### src/core/lsfs_consts.vh
// Constants of the LED start-up and fault supervisor
`ifndef LSFS_CONSTS_VH
`define LSFS_CONSTS_VH
`define LSFS_CLK_HZ 25000000
`define LSFS_START_W 15
`define LSFS_START_FULL 15'h7FFF
`define LSFS_FCNT_W 9
`define LSFS_FCNT_FULL 9'h100
`define LSFS_PER_W 15
`define LSFS_PER_LAST 15'h7FFF
`define LSFS_HOLD_US 50
`define LSFS_HOLD_CYC ((`LSFS_HOLD_US * (`LSFS_CLK_HZ / 1000000)))
`define LSFS_HOLD_W 11
`define LSFS_HOLD_LAST 11'h4E1
`define LSFS_MODE_LLC 2'h0
`define LSFS_MODE_PWM 2'h1
`define LSFS_MODE_SYNC 2'h2
`define LSFS_ST_RESET 2'h0
`define LSFS_ST_SOFT 2'h1
`define LSFS_ST_RUN 2'h2
`define LSFS_ST_FAULT 2'h3
`endif

### src/core/lsfs_hold.v
// Retriggerable hold timer for one fault condition
`include "lsfs_consts.vh"
module lsfs_hold (
   clk,
   rst,
   cond,
   expire_clear
);
   input wire clk;
   input wire rst;
   input wire cond;
   output reg expire_clear;
   reg [`LSFS_HOLD_W-1:0] cnt_r;
   reg active_r;
   localparam [`LSFS_HOLD_W-1:0] HOLD_LAST = `LSFS_HOLD_LAST;
   // ====================================
   // Hold status, clear the counter when condition gone at expiry
   always @(posedge clk or posedge rst) begin
      if (rst) begin
         cnt_r <= {`LSFS_HOLD_W{1'b0}};
         active_r <= 1'b0;
         expire_clear <= 1'b0;
      end else begin
         expire_clear <= 1'b0;
         if (cond) begin
            active_r <= 1'b1;
            cnt_r <= {`LSFS_HOLD_W{1'b0}};
         end else if (active_r) begin
            if (cnt_r == HOLD_LAST) begin
               active_r <= 1'b0;
               expire_clear <= 1'b1;
            end else begin
               cnt_r <= cnt_r + 1'b1;
            end
         end
      end
   end
endmodule // lsfs_hold

### src/core/lsfs_supervisor.v
// Start-up sequencing and fault supervision of the LED drive controller
`include "lsfs_consts.vh"
module lsfs_supervisor (
   clk,
   rst,
   mode,
   current_sense_above_100mv,
   current_sense_above_600mv,
   current_sense_above_930mv,
   voltage_sense_above_2v,
   undervolt_sync_below_0p4v,
   integ_above_2p5v,
   pwm_a_in,
   pwm_b_in,
   aux_lead_in,
   aux_trail_in,
   phase_drive_a,
   phase_drive_b,
   aux_drive,
   softstart_active,
   brightness_compensation,
   comp_clamp,
   fault_n
);
   input wire clk;
   input wire rst;
   input wire [1:0] mode;
   input wire current_sense_above_100mv;
   input wire current_sense_above_600mv;
   input wire current_sense_above_930mv;
   input wire voltage_sense_above_2v;
   input wire undervolt_sync_below_0p4v;
   input wire integ_above_2p5v;
   input wire pwm_a_in;
   input wire pwm_b_in;
   input wire aux_lead_in;
   input wire aux_trail_in;
   output reg phase_drive_a;
   output reg phase_drive_b;
   output reg aux_drive;
   output reg softstart_active;
   output reg brightness_compensation;
   output reg comp_clamp;
   output reg fault_n;

   // ====================================
   // Input synchronizers, two flops per comparator
   reg [5:0] sync1_r;
   reg [5:0] sync2_r;
   // PWM inputs come from on-chip logic and are sampled directly
   wire [5:0] raw = {integ_above_2p5v, undervolt_sync_below_0p4v, voltage_sense_above_2v,
                     current_sense_above_930mv, current_sense_above_600mv, current_sense_above_100mv};
   genvar gi;
   generate
      for (gi = 0; gi < 6; gi = gi + 1) begin : g_sync
         always @(posedge clk or posedge rst) begin
            if (rst) begin
               sync1_r[gi] <= 1'b0;
               sync2_r[gi] <= 1'b0;
            end else begin
               sync1_r[gi] <= raw[gi];
               sync2_r[gi] <= sync1_r[gi];
            end
         end
      end
   endgenerate
   wire i100 = sync2_r[0];
   wire i600 = sync2_r[1];
   wire i930 = sync2_r[2];
   wire ov = sync2_r[3];
   wire uv = sync2_r[4];
   wire integ = sync2_r[5];

   // ====================================
   // State and counters
   reg [1:0] state_r;
   reg [1:0] state_nxt;
   reg [`LSFS_START_W-1:0] start_r;
   reg start_done_r;
   reg seen_current_r;
   reg [`LSFS_FCNT_W-1:0] fcnt_r;
   reg [`LSFS_PER_W-1:0] per_r;
   reg out_of_reset_r;
   wire oc_clear;
   wire ov_clear;
   wire uv_clear;

   // ====================================
   // Hold timers for overcurrent, overvoltage and undervoltage; the open-string condition has none
   // Separate timers, so one expiry cannot cut another hold short
   lsfs_hold u_hold_oc (
      .clk(clk),
      .rst(rst),
      .cond(i600),
      .expire_clear(oc_clear)
   );
   lsfs_hold u_hold_ov (
      .clk(clk),
      .rst(rst),
      .cond(ov),
      .expire_clear(ov_clear)
   );
   lsfs_hold u_hold_uv (
      .clk(clk),
      .rst(rst),
      .cond(uv),
      .expire_clear(uv_clear)
   );

   // ====================================
   // Fault conditions
   wire leds_on = (state_r == `LSFS_ST_RUN) && integ;
   wire open_fault = start_done_r && leds_on && !i100;
   wire count_cond = open_fault || i600 || ov || uv;
   wire per_wrap = (per_r == `LSFS_PER_LAST);
   // Hold expiry clears when its own condition is gone, even if another condition is still counting
   wire hold_clear = (oc_clear && !i600) || (ov_clear && !ov) || (uv_clear && !uv);
   // Current above 100mV clears open-string count but not an active overcurrent count
   wire good_clear = start_done_r && i100 && !i600 && !ov && !uv;
   wire start_fail = (start_r == `LSFS_START_FULL) && !start_done_r && !seen_current_r;
   wire count_fault = (fcnt_r == `LSFS_FCNT_FULL);
   wire short_fault = i930 && out_of_reset_r;

   // ====================================
   // Next-state logic
   // Fault wins over every other transition, so a trip is never lost
   always @* begin
      state_nxt = state_r;
      case (state_r)
         `LSFS_ST_RESET: state_nxt = `LSFS_ST_SOFT;
         `LSFS_ST_SOFT: if (integ) state_nxt = `LSFS_ST_RUN;
         `LSFS_ST_RUN: state_nxt = `LSFS_ST_RUN;
         `LSFS_ST_FAULT: state_nxt = `LSFS_ST_FAULT;
         default: state_nxt = `LSFS_ST_RESET;
      endcase
      if (short_fault || start_fail || count_fault) begin
         state_nxt = `LSFS_ST_FAULT;
      end
   end

   // ====================================
   // Start timer, period counter and fault counter
   // Clear wins over count, so a restart always begins from zero
   always @(posedge clk or posedge rst) begin
      if (rst) begin
         state_r <= `LSFS_ST_RESET;
         start_r <= {`LSFS_START_W{1'b0}};
         start_done_r <= 1'b0;
         seen_current_r <= 1'b0;
         fcnt_r <= {`LSFS_FCNT_W{1'b0}};
         per_r <= {`LSFS_PER_W{1'b0}};
         out_of_reset_r <= 1'b0;
      end else begin
         out_of_reset_r <= 1'b1;
         state_r <= state_nxt;
         if (i100) begin
            seen_current_r <= 1'b1;
         end
         if (!start_done_r) begin
            if (start_r == `LSFS_START_FULL) begin
               start_done_r <= 1'b1;
            end else begin
               start_r <= start_r + 1'b1;
            end
         end
         per_r <= per_r + 1'b1;
         if (state_r == `LSFS_ST_FAULT) begin
            fcnt_r <= fcnt_r;
         end else if (per_wrap || hold_clear || good_clear) begin
            fcnt_r <= {`LSFS_FCNT_W{1'b0}};
         end else if (count_cond && !count_fault) begin
            fcnt_r <= fcnt_r + 1'b1;
         end
      end
   end

   // ====================================
   // Registered outputs
   // Gated by the next state too, so drives drop in the cycle the fault flag falls
   wire drive_en = (state_r == `LSFS_ST_RUN) && integ && !i930;
   wire fault_next = (state_nxt == `LSFS_ST_FAULT);
   wire drive_ok = drive_en && !short_fault && !fault_next;
   wire aux_sel = (mode == `LSFS_MODE_PWM) ? aux_trail_in : aux_lead_in;

   always @(posedge clk or posedge rst) begin
      if (rst) begin
         phase_drive_a <= 1'b0;
         phase_drive_b <= 1'b0;
         aux_drive <= 1'b0;
         softstart_active <= 1'b0;
         brightness_compensation <= 1'b0;
         comp_clamp <= 1'b0;
         fault_n <= 1'b1;
      end else begin
         phase_drive_a <= drive_ok && pwm_a_in;
         phase_drive_b <= drive_ok && pwm_b_in;
         aux_drive <= drive_ok && aux_sel;
         softstart_active <= (state_nxt == `LSFS_ST_SOFT);
         brightness_compensation <= (state_nxt == `LSFS_ST_RUN);
         comp_clamp <= ov && (state_nxt != `LSFS_ST_FAULT);
         fault_n <= (state_nxt != `LSFS_ST_FAULT);
      end
   end
endmodule // lsfs_supervisor

### config.mk
export PLATFORM = sky130hd
export DESIGN_NAME = lsfs_supervisor
export DESIGN_NICKNAME = d
export VERILOG_FILES = /design/src/core/lsfs_hold.v /design/src/core/lsfs_supervisor.v
export VERILOG_INCLUDE_DIRS = /design/src /design/src/core
export SDC_FILE = /design/constraint.sdc
export NUM_CORES = 1
export LEC_CHECK = 0
export BUFFER_PORTS_ARGS = -buffer_cell sky130_fd_sc_hd__buf_2
export CELL_PAD_IN_SITES_DETAIL_PLACEMENT = 0
export CELL_PAD_IN_SITES_GLOBAL_PLACEMENT = 1
export CORE_ASPECT_RATIO = 0.7
export CORE_MARGIN = 2
export CORE_UTILIZATION = 45
export CTS_BUF_LIST = sky130_fd_sc_hd__clkbuf_4 sky130_fd_sc_hd__clkbuf_8
export CTS_CLUSTER_SIZE = 16
export DETAILED_ROUTE_END_ITERATION = 8
export GPL_TIMING_DRIVEN = 0
export PLACE_DENSITY_LB_ADDON = 0.1
export SETUP_SLACK_MARGIN = 0.5
export SYNTH_ARGS = -nofsm -noshare
export SYNTH_HDL_FRONTEND = slang
export SYNTH_SLANG_ARGS = --single-unit
### constraint.sdc
create_clock -name clk -period 6.9 [get_ports clk]
set_input_delay 0.69 -clock clk [delete_from_list [all_inputs] [get_ports clk]]
set_output_delay 0.69 -clock clk [all_outputs]
set_load 0.02 [all_outputs]
==> flow_summary.json, run 1 <==
{
  "drtAntennaViolNets": 0,
  "timing.hold.worst.class": "input port to asynchronous set/reset pin",
  "tightest_slew_ps": 599,
  "finalHoldWorstSlack_ps": 313,
  "cts_sink_cnt": 102,
  "gr-usage-all-layers": 0.159,
  "first_global_vias": 2874,
  "final_design_area_no_fill_um2": 5100,
  "fp.dieArea_um2": 11000,
  "finClkSkew_ps": 8.30,
  "postCtsHoldBufs": 0,
  "portBuffers": 20,
  "power_density_nw_per_um2": 224,
  "grt_antenna_before_repair": 0,
  "drt-vias-per-instance": 5.19,
  "synth.ff_latch_count": 102,
  "syn-instance-count": 416,
  "cts.path.max_buffers": 2,
  "pin_count": 21,
  "timing.critical_path.required_ps": 7160,
  "yosys_warnings": 0,
  "cts_tree": "yes",
  "yosys_most_used_dff": "dfrtp_1",
  "post_dp_cell_area_um2": 4860,
  "clk-insertion-delay-late_ps": 360,
  "report.final.slew_viol_count": 0,
  "cts.root.buffer_cell": "clkbuf_8",
  "max-cap-violations": 0,
  "worst_setup_path_start_kind": "register",
  "core_region_area_um2": 9800,
  "synth-async-reset-ratio": 1.00,
  "p_total_w": 0.00114,
  "run_status": "complete, no violations",
  "mappedNetlistNets": 440,
  "clock_tree.htree_level_count": 3,
  "final-hold-violation-count": 0,
  "tns_ps": 0,
  "arrival_time_at_the_worst_endpoint_ps": 2250,
  "distinct_cells_synth": 52,
  "die_h_um": 88.3,
  "fmax_mhz": 503,
  "die-width_um": 124,
  "timing.critical_path.to": "fcnt_r[6]$_DFFE_PP0P_",
  "clk_pin_slew_ps": 90,
  "antenna_cells_inserted": 0,
  "worstSetupStartpoint": "ov$_DFF_PP0_",
  "crit-reg2reg-launch": "ov$_DFF_PP0_",
  "synth_seq_area_share": 0.559,
  "final_number_of_setup_violating_endpoints": 0,
  "share_of_post_route_cells_with_drive_strength_above_1": 0.115,
  "post_cts.repair.setup_buffers": 0,
  "drtPass1Iterations": 4,
  "grt_start_max_net_pins": 73,
  "vias_post_dr": 3013,
  "multiInputGateArea_um2": 1910,
  "worstPathMaxFanout": 10,
  "rsz0062_at_grt": "no",
  "areaGrowthSynthToFinish_pct": 11.5,
  "synth.cell_area_um2": 4570,
  "placedCellCount": 565,
  "kind_of_end_point_of_the_critical_path": "register",
  "fin_cells": 581,
  "num-fill-cells": 898,
  "regToRegEndpoint": "fcnt_r[6]$_DFFE_PP0P_",
  "layout.area.seq_um2": 2550,
  "final.period_utilization": 0.288,
  "tritoncts.num_buffers": 9,
  "initial_core_util": 0.467,
  "routed_wl_mm": 7.81,
  "p_leak_nw": 2.30,
  "timing_worst_setup_path_type": "register to register",
  "first_pass_grt_wire_length_mm": 14.1,
  "gp_congestion": 0.790,
  "avgSynthCellArea_um2": 11.0,
  "dr.first_iter.drc_count": 198,
  "per_cell_routed_wire_length_um": 13.4,
  "synth_edf_count": 0,
  "final_net_count": 472,
  "dp_hpwl_mm": 5.30,
  "detail_route.drc_violations": 0,
  "cell_depth_of_the_worst_flop_to_flop_path": 6,
  "grt_overflow": 0,
  "rrSetupSlack_ps": 4910,
  "fp-row-count": 30,
  "timing.max_slew.rel_slack": 0.598,
  "cts_resized": 0,
  "period_needed_ps": 1990,
  "vdd_ir_drop_max_mv": 0.119
}
[cell families after synthesis]
| group | share of synthesized area |
|---|---|
| flops | 0.559 |
| buf+inv | 0.0241 |
| xor+xnor | 0.0920 |
| fa+ha+maj | 0.0274 |
| compound gates | 0.0684 |
| mux | 0.00985 |
| other cells | 0.000820 |
| simple gates | 0.219 |
[critical path: stages (launching register included)]
cell	delay [ps]
dfrtp_1	330
buf_2	200
nand2b_1	170
o221ai_1	170
a31oi_4	360
nand3_1	300
o32ai_1	360
[layout by cell type, fill, tap and decap left out, types with 7 or more instances in the layout]
| master | n |
|---|---|
| xor2_1 | 31 |
| nor2_1 | 37 |
| nand3_1 | 28 |
| nand2_1 | 26 |
| and2_1 | 13 |
| a31oi_1 | 7 |
| a21oi_1 | 11 |
| dfrtp_1 | 101 |
| xnor2_1 | 17 |
| inv_1 | 15 |
| ha_1 | 10 |
| and3_1 | 13 |
| o21ai_0 | 8 |
| nand4_1 | 18 |
| clkbuf_8 | 9 |
| buf_2 | 21 |
[where the power goes]
part | internal [W] | switching (W)
Sequential | 0.000614 | 0.0000147
Clock | 0.000239 | 0.000198
Combinational | 0.0000290 | 0.0000483
[layout make-up]
class / instances / area share
Timing Repair Buffer: 21 / 0.0250
Tap cell: 128 / 0.0314
Buffer: 9 / 0.00982
Clock buffer: 9 / 0.0243
Sequential cell: 102 / 0.501
Multi-Input combinational cell: 289 / 0.374
Inverter: 16 / 0.0123
Clock inverter: 7 / 0.0221
[worst min-delay path by stage]
stage / startpoint / end / slack (ps)
5_1_grt: rst / sync1_r[4]$_DFF_PP0_ / 310
4_1_cts: rst / sync1_r[4]$_DFF_PP0_ / 290
3_5_place_dp: sync1_r[5]$_DFF_PP0_ / integ$_DFF_PP0_ / 330
3_3_place_gp: sync1_r[3]$_DFF_PP0_ / ov$_DFF_PP0_ / 340
6_report: rst / sync1_r[4]$_DFF_PP0_ / 310
2_1_floorplan: sync1_r[0]$_DFF_PP0_ / i100$_DFF_PP0_ / 330
[synth_stat cells, types with 2 or more instances]
cell type / instances / area share
o21ai_0: 8 / 0.0088
nor3b_1: 5 / 0.0082
a311oi_1: 3 / 0.0057
nor2_1: 37 / 0.030
a31oi_1: 7 / 0.0096
clkbuf_1: 6 / 0.0049
buf_6: 2 / 0.0049
o22ai_1: 4 / 0.0055
nand2b_1: 6 / 0.0082
and3_1: 13 / 0.018
inv_1: 16 / 0.013
nand2_1: 26 / 0.021
or2_2: 2 / 0.0027
mux2i_1: 3 / 0.0066
dfrtp_1: 101 / 0.55
nor4b_1: 5 / 0.0096
ha_1: 10 / 0.027
nor2b_1: 3 / 0.0041
and4_1: 4 / 0.0077
a21oi_1: 11 / 0.012
or3_1: 2 / 0.0027
nand3_1: 28 / 0.031
and2_1: 13 / 0.018
nor3_1: 6 / 0.0066
o32ai_1: 2 / 0.0038
xnor2_1: 17 / 0.033
nor4bb_1: 3 / 0.0066
xor2_1: 31 / 0.059
o21a_1: 2 / 0.0033
nand4_1: 18 / 0.025
[registers in the layout (all words and copies together), names as in the netlist, 2 cells and up]
name and flops:
fcnt_r 9, u_hold_oc.cnt_r 11, start_r 15, u_hold_ov.cnt_r 11, u_hold_uv.cnt_r 11, state_r 2
per_r 15, sync1_r 6
[routing by layer]
metal,vias up,track usage,share of wire
met1,1460,0.225,0.54
li1,1522,-,-
met2,24,0.239,0.42
met3,7,0.0466,0.023
met4,0,0.0490,0.010
met5,-,0,0
[stage by stage]
step,worst slack (ps),utilization
after floorplan,3540,-
after global placement,2370,0.493
after detailed placement,4890,0.496
after CTS,4880,0.520
after global routing,4630,0.520
final,4910,0.520
Note: power is estimated with default switching activity, not from simulation.
==> inputs of run 2 (changes only) <==
- ABC_AREA: not set -> 1
- CORE_UTILIZATION: 45 -> 43
- clock period: 6.9 -> 1.75 ns (I/O delays scaled with it)
==> run 2 against run 1 <==
Effect of this change:
- the run now ends with hold timing left
- cell area increased by 42%
- clock skew about the same
- combinational power increased to 9.1 times the previous value
- cell count increased by 66%
- clock-buffer cell count unchanged
- critical endpoint is now fcnt_r[7]$_DFFE_PP0P_
- largest cell class is now multi-input combinational cells
- largest power group unchanged
- highest routed layer unchanged
==> flow_summary.json, run 2 <==
{
  "synth.cell_area_um2": 5350,
  "cts_sink_cnt": 102,
  "finalHoldWorstSlack_ps": -144,
  "die-width_um": 137,
  "timing.max_slew.rel_slack": 0.591,
  "violated_checks": "hold timing",
  "timing_worst_setup_path_type": "register to register",
  "max-cap-violations": 0,
  "postCtsHoldBufs": 8,
  "per_cell_routed_wire_length_um": 13.9,
  "drtPass1Iterations": 5,
  "fmax_mhz": 655,
  "timing.hold.worst.class": "input port to asynchronous set/reset pin",
  "rsz0062_at_grt": "yes",
  "cts_tree": "yes",
  "fp.dieArea_um2": 13400,
  "final_design_area_no_fill_um2": 7240,
  "critical_path.cell_chain": "nand2_1 > nor2_1 > nand4_1 > buf_6 > nand3_4 > nand2_8 > nand2_1 > nand2_1",
  "synth.cells.most_frequent": "nand2_1, dfrtp_1, nor2_1",
  "drtAntennaViolNets": 0,
  "cpMostUsedCell": "nand2_1",
  "post-synth-top-area-cell": "dfrtp_1",
  "final_number_of_setup_violating_endpoints": 0,
  "p_leak_nw": 3.38,
  "timing.critical_path.required_ps": 2030,
  "antenna_cells_inserted": 0,
  "p_total_w": 0.00459,
  "mappedNetlistNets": 707,
  "vdd_ir_drop_max_mv": 0.362,
  "portBuffers": 20,
  "synth.ff_latch_count": 102,
  "avgSynthCellArea_um2": 7.83,
  "fp-row-count": 34,
  "first_global_vias": 4545,
  "post_dp_cell_area_um2": 5770,
  "die_h_um": 97.3,
  "drt-vias-per-instance": 5.02,
  "mostFrequentLayoutCells": "nand2_1, dfrtp_1, nor2_1",
  "pin_count": 21,
  "vias_post_dr": 4833,
  "first_pass_grt_wire_length_mm": 21.8,
  "yosys_most_used_dff": "dfrtp_1",
  "dp_hpwl_mm": 8.07,
  "routed_wl_mm": 13.3,
  "grt_antenna_before_repair": 0,
  "report.final.slew_viol_count": 0,
  "detail_route.drc_violations": 0,
  "layout.cells.most_common": "nand2_1",
  "cts.root.buffer_cell": "clkbuf_8",
  "reg_top3": "per_r (15), start_r (15)",
  "synth_seq_area_share": 0.478,
  "areaGrowthSynthToFinish_pct": 35.3,
  "power_density_nw_per_um2": 635,
  "cell_depth_of_the_worst_flop_to_flop_path": 8,
  "grt_overflow": 0,
  "final-hold-violation-count": 26,
  "crit-reg2reg-launch": "per_r[9]$_DFF_PP0_",
  "tns_ps": 0,
  "gr-usage-all-layers": 0.204,
  "dr.first_iter.drc_count": 270,
  "critical_path.max_stage_delay_ps": 440,
  "distinct_cells_synth": 34,
  "library_cell_with_the_highest_instance_count_after_synthesis": "nand2_1",
  "tritoncts.num_buffers": 9,
  "synth_edf_count": 0,
  "tightest_slew_ps": 613,
  "kind_of_end_point_of_the_critical_path": "register",
  "share_of_post_route_cells_with_drive_strength_above_1": 0.345,
  "final.period_utilization": 0.873,
  "rrSetupSlack_ps": 220,
  "period_needed_ps": 1530,
  "clock_tree.htree_level_count": 3,
  "cts.path.max_buffers": 2,
  "synthDominantCellAreaShare": 0.473,
  "num-fill-cells": 1133,
  "initial_core_util": 0.435,
  "clk-insertion-delay-late_ps": 380,
  "arrival_time_at_the_worst_endpoint_ps": 1800,
  "final_net_count": 819,
  "yosys_warnings": 0,
  "finClkSkew_ps": 8.31,
  "synth.area.top_cells": "dfrtp_1, nand2_1, nor2_1",
  "syn-instance-count": 683,
  "core_region_area_um2": 12300,
  "worstPathMaxFanout": 6,
  "regToRegEndpoint": "fcnt_r[7]$_DFFE_PP0P_",
  "worst_setup_path_start_kind": "register",
  "crit_path_max_delay_cell_type": "dfrtp_1",
  "utilization": 0.589,
  "run_status": "complete, but fails checks",
  "gp_congestion": 0.845,
  "clk_pin_slew_ps": 100,
  "grt_start_max_net_pins": 42,
  "synth-async-reset-ratio": 1.00
}
==> run 2: cell count changes after synthesis, moves of 13 or more <==
cell     previous run  this run
nand2_1            26       196
and3_1             13         0
o21ai_0             8        23
and2_1             13         0
inv_1              16        72
nand4_1            18        36
nor2_1             37        84
nand3_1            28        58
==> run 2: cell families (layout without fill, tap and decap cells) <==
group / count (synthesis) / in the layout / share of synthesized area
buf+inv: 91 / 202 / 0.0702
flops: 102 / 102 / 0.478
other cells: 1 / 1 / 0.000701
compound gates: 40 / 41 / 0.0403
fa+ha+maj: 10 / 10 / 0.0234
xor+xnor: 35 / 35 / 0.0573
mux: 1 / 1 / 0.00211
simple gates: 403 / 408 / 0.328
==> run 2: area by class of cell <==
type / instances / area (µm²) / share of cell area
multi-input combinational: 496 / 3110 / 0.429
sequential: 102 / 2570 / 0.355
timing repair buffer: 95 / 761 / 0.105
inverter: 76 / 304 / 0.0420
tap: 162 / 203 / 0.0280
clock buffer: 9 / 124 / 0.0171
buffer: 15 / 118 / 0.0163
clock inverter: 7 / 50.0 / 0.00692
==> run 2: worst max-delay path by stage <==
stage                                        start                           endpoint  slack [ps]  depth (start not counted)
global route               start_r[11]$_DFFE_PP0P_             start_r[1]$_DFFE_PP0P_         130                          8
finish                          per_r[9]$_DFF_PP0_              fcnt_r[7]$_DFFE_PP0P_         220                          8
global placement                               rst            start_r[13]$_DFFE_PP0P_        -400                          2
floorplan                   start_r[0]$_DFFE_PP0P_            start_r[11]$_DFFE_PP0P_         340                          9
CTS                 u_hold_ov.cnt_r[1]$_DFFE_PP0P_     u_hold_ov.cnt_r[8]$_DFFE_PP0P_         240                         10
detailed placement          start_r[0]$_DFFE_PP0P_  brightness_compensation$_DFF_PP0_         110                          8
==> run 2: critical path, delay by kind of cell, from the launching register on <==
kind / cells / cell delay (ps)
buffers and inverters: 1 / 150
AND/OR/NAND/NOR: 7 / 840
flip-flops: 1 / 440
==> run 2: per-layer routing <==
layer / global-route usage / vias to the layer above / wire, µm
li1: - / 2430 / -
met1: 0.312 / 2308 / 6780
met2: 0.298 / 83 / 6000
met3: 0.0391 / 12 / 447
met4: 0.0436 / 0 / 112
met5: 0 / - / 0
==> run 2: report_power, final <==
group,leakage [nW],total (W),switching [W],internal [W]
Clock,0.0816,0.00139,0.000872,0.000520
Sequential,1.30,0.00250,0.0000718,0.00243
Combinational,1.99,0.000704,0.000358,0.000346
==> run 2: metrics by stage <==
step                      worst slack [ps]  cells
after floorplan                        338    683
after global placement                -404    865
after detailed placement               114    867
after CTS                              240    938
after global routing                   133    962
final                                  223    962
==> run 2: what timing repair did <==
action	CTS	global route
endpoints found under the setup margin	76	79
setup buffers	40	22
gates resized for setup	76	118
pin swaps	42	48
gates cloned	7	2
hold endpoints to repair	34	26
==> inputs of run 3 (changes only) <==
- CORE_UTILIZATION: 43 -> 45
- clock period: 1.75 -> 1.93 ns (I/O delays scaled with it)
==> run 3 against run 2 <==
Effect of this change:
- the flow now finishes without violations
- cell count decreased by 2.8%
- clock-buffer cell count is 3 higher
- core utilization up 0.71 points
- via count fell by 2.9%
- global-route usage about the same
- fmax grew 1.0%
- clock power about the same
- sequential cell count is the same
- critical path depth up 2
- register-to-register slack gained 200 ps
- largest cell class unchanged
==> flow_summary.json, run 3 (synthesis gave the netlist of run 2 again) <==
{
  "cts.path.max_buffers": 2,
  "initial_core_util": 0.459,
  "kind_of_end_point_of_the_critical_path": "register",
  "routed_wl_mm": 13.0,
  "grt_start_max_net_pins": 43,
  "period_needed_ps": 1510,
  "timing.critical_path.to": "fcnt_r[0]$_DFFE_PP0P_",
  "timing.hold.worst.class": "input port to register",
  "worstSetupStartpoint": "fcnt_r[0]$_DFFE_PP0P_",
  "portBuffers": 20,
  "first_pass_grt_wire_length_mm": 20.7,
  "worstPathMaxFanout": 6,
  "dr.first_iter.drc_count": 292,
  "p_leak_nw": 3.25,
  "gp_congestion": 0.853,
  "clock_tree.htree_level_count": 3,
  "power_density_nw_per_um2": 603,
  "tns_ps": 0,
  "first_global_vias": 4299,
  "detail_route.drc_violations": 0,
  "drt-vias-per-instance": 5.02,
  "worst_setup_path_start_kind": "register",
  "die_h_um": 95.2,
  "final_critical_path_setup_slack_ps": 418,
  "pin_count": 21,
  "die-width_um": 134,
  "share_comb_of_total_power": 0.131,
  "critical_path.max_stage_delay_ps": 410,
  "timing_worst_setup_path_type": "register to register",
  "utilization": 0.596,
  "power_frac_clock": 0.329,
  "share_of_post_route_cells_with_drive_strength_above_1": 0.301,
  "final_net_count": 797,
  "max-cap-violations": 0,
  "arrival_time_at_the_worst_endpoint_ps": 1830,
  "clk-insertion-delay-late_ps": 380,
  "timing.critical_path.required_ps": 2250,
  "fp-row-count": 33,
  "cell_depth_of_the_worst_flop_to_flop_path": 10,
  "cts_tree": "yes",
  "tightest_slew_ps": 562,
  "rsz0062_at_grt": "yes",
  "sequentialPowerShare": 0.541,
  "place_ws_ps": 240,
  "critical_path.cell_chain": "inv_1 > ha_1 > nand2_1 > nor2_2 > nand2_1 > nand2_2 > nand3_4 > nand2_4 > nand2_1 > nand2_1",
  "drtAntennaViolNets": 0,
  "mostFrequentLayoutCells": "nand2_1, dfrtp_1, nor2_1",
  "grt_antenna_before_repair": 0,
  "fmax_mhz": 661,
  "wl_met2_mm": 5.81,
  "route.layer.met1.wl_mm": 6.63,
  "final_design_area_no_fill_um2": 6940,
  "vdd_ir_drop_max_mv": 0.384,
  "cts_sink_cnt": 102,
  "layout.cells.most_common": "nand2_1",
  "timing.max_slew.rel_slack": 0.624,
  "gr-usage-all-layers": 0.203,
  "clk_pin_slew_ps": 100,
  "fp.dieArea_um2": 12800,
  "final_number_of_setup_violating_endpoints": 0,
  "drtPass1Iterations": 5,
  "vias_post_dr": 4694,
  "switchingPower_w": 0.00108,
  "power.share.switching": 0.259,
  "grt_overflow": 0,
  "tritoncts.num_buffers": 9,
  "crit-reg2reg-launch": "fcnt_r[0]$_DFFE_PP0P_",
  "run_status": "complete, no violations",
  "antenna_cells_inserted": 0,
  "final.period_utilization": 0.783,
  "rrSetupSlack_ps": 420,
  "regToRegEndpoint": "fcnt_r[0]$_DFFE_PP0P_",
  "finClkSkew_ps": 13.0,
  "post_dp_cell_area_um2": 5690,
  "report.final.slew_viol_count": 0,
  "reg_top3": "per_r (15), start_r (15)",
  "cts.root.buffer_cell": "clkbuf_8",
  "cpMostUsedCell": "nand2_1",
  "final-hold-violation-count": 0,
  "top_signal_layer_used": "met4",
  "dp_hpwl_mm": 7.91,
  "core_region_area_um2": 11600,
  "areaGrowthSynthToFinish_pct": 29.7,
  "dr_wl_met3_um": 412,
  "p_int_w": 0.00310,
  "placedCellCount": 862,
  "crit_path_max_delay_cell_type": "dfrtp_1",
  "fin_cells": 935,
  "per_cell_routed_wire_length_um": 13.9
}
## run 3: critical path: cells and delay by family, from the launching register on
| kind | cells | cell delay (ps) |
|---|---|---|
| and+or+nand+nor | 8 | 790 |
| buffers and inverters | 1 | 90 |
| DFF | 1 | 410 |
| adders and majority gates | 1 | 160 |
## run 3: layout make-up
cell class                 instances  area [µm²]
buffer                            15         118
clock buffer                      12         146
clock inverter                     4        50.0
fill                            1051        4710
inverter                          76         307
multi-input combinational        495        2960
sequential                       102        2560
tap                              157         196
timing repair buffer              74         593
## run 3: per-layer routing
metal,global-route usage,vias to the layer above
met5,0,-
li1,-,2377
met1,0.298,2232
met4,0.0474,0
met3,0.0404,13
met2,0.313,72
## run 3: through the flow
| step | total power, W | hold slack (ps) |
|---|---|---|
| CTS | 0.00416 | 11.0 |
| detailed placement | 0.00264 | 274 |
| global placement | 0.00262 | 301 |
| global route | 0.00439 | 15.2 |
| finish | 0.00418 | 23.3 |
| floorplan | 0.00254 | 224 |
## run 3: power groups by stage
stage / registers (W) / clock network (W) / logic, W
2_1_floorplan: 0.00229 / 0 / 0.000250
3_3_place_gp: 0.00231 / 0 / 0.000312
3_5_place_dp: 0.00231 / 0 / 0.000334
4_1_cts: 0.00225 / 0.00142 / 0.000483
5_1_grt: 0.00227 / 0.00150 / 0.000611
6_report: 0.00226 / 0.00138 / 0.000547
## run 3: worst min path at each step
stage,from,to,cells past startpoint
5_1_grt,pwm_b_in,phase_drive_b$_DFF_PP0_,3
3_3_place_gp,undervolt_sync_below_0p4v,sync1_r[4]$_DFF_PP0_,1
4_1_cts,pwm_b_in,phase_drive_b$_DFF_PP0_,3
6_report,pwm_b_in,phase_drive_b$_DFF_PP0_,3
3_5_place_dp,rst,i600$_DFF_PP0_,2
2_1_floorplan,current_sense_above_100mv,sync1_r[0]$_DFF_PP0_,0
## run 3: repair_timing
action | CTS | global route
hold endpoints to repair | 26 | 0
gates cloned | 5 | 3
hold buffers | 7 | 0
setup endpoints to repair | 71 | 73
resized for setup | 79 | 114
pin swaps | 24 | 37
buffers inserted | 32 | 10
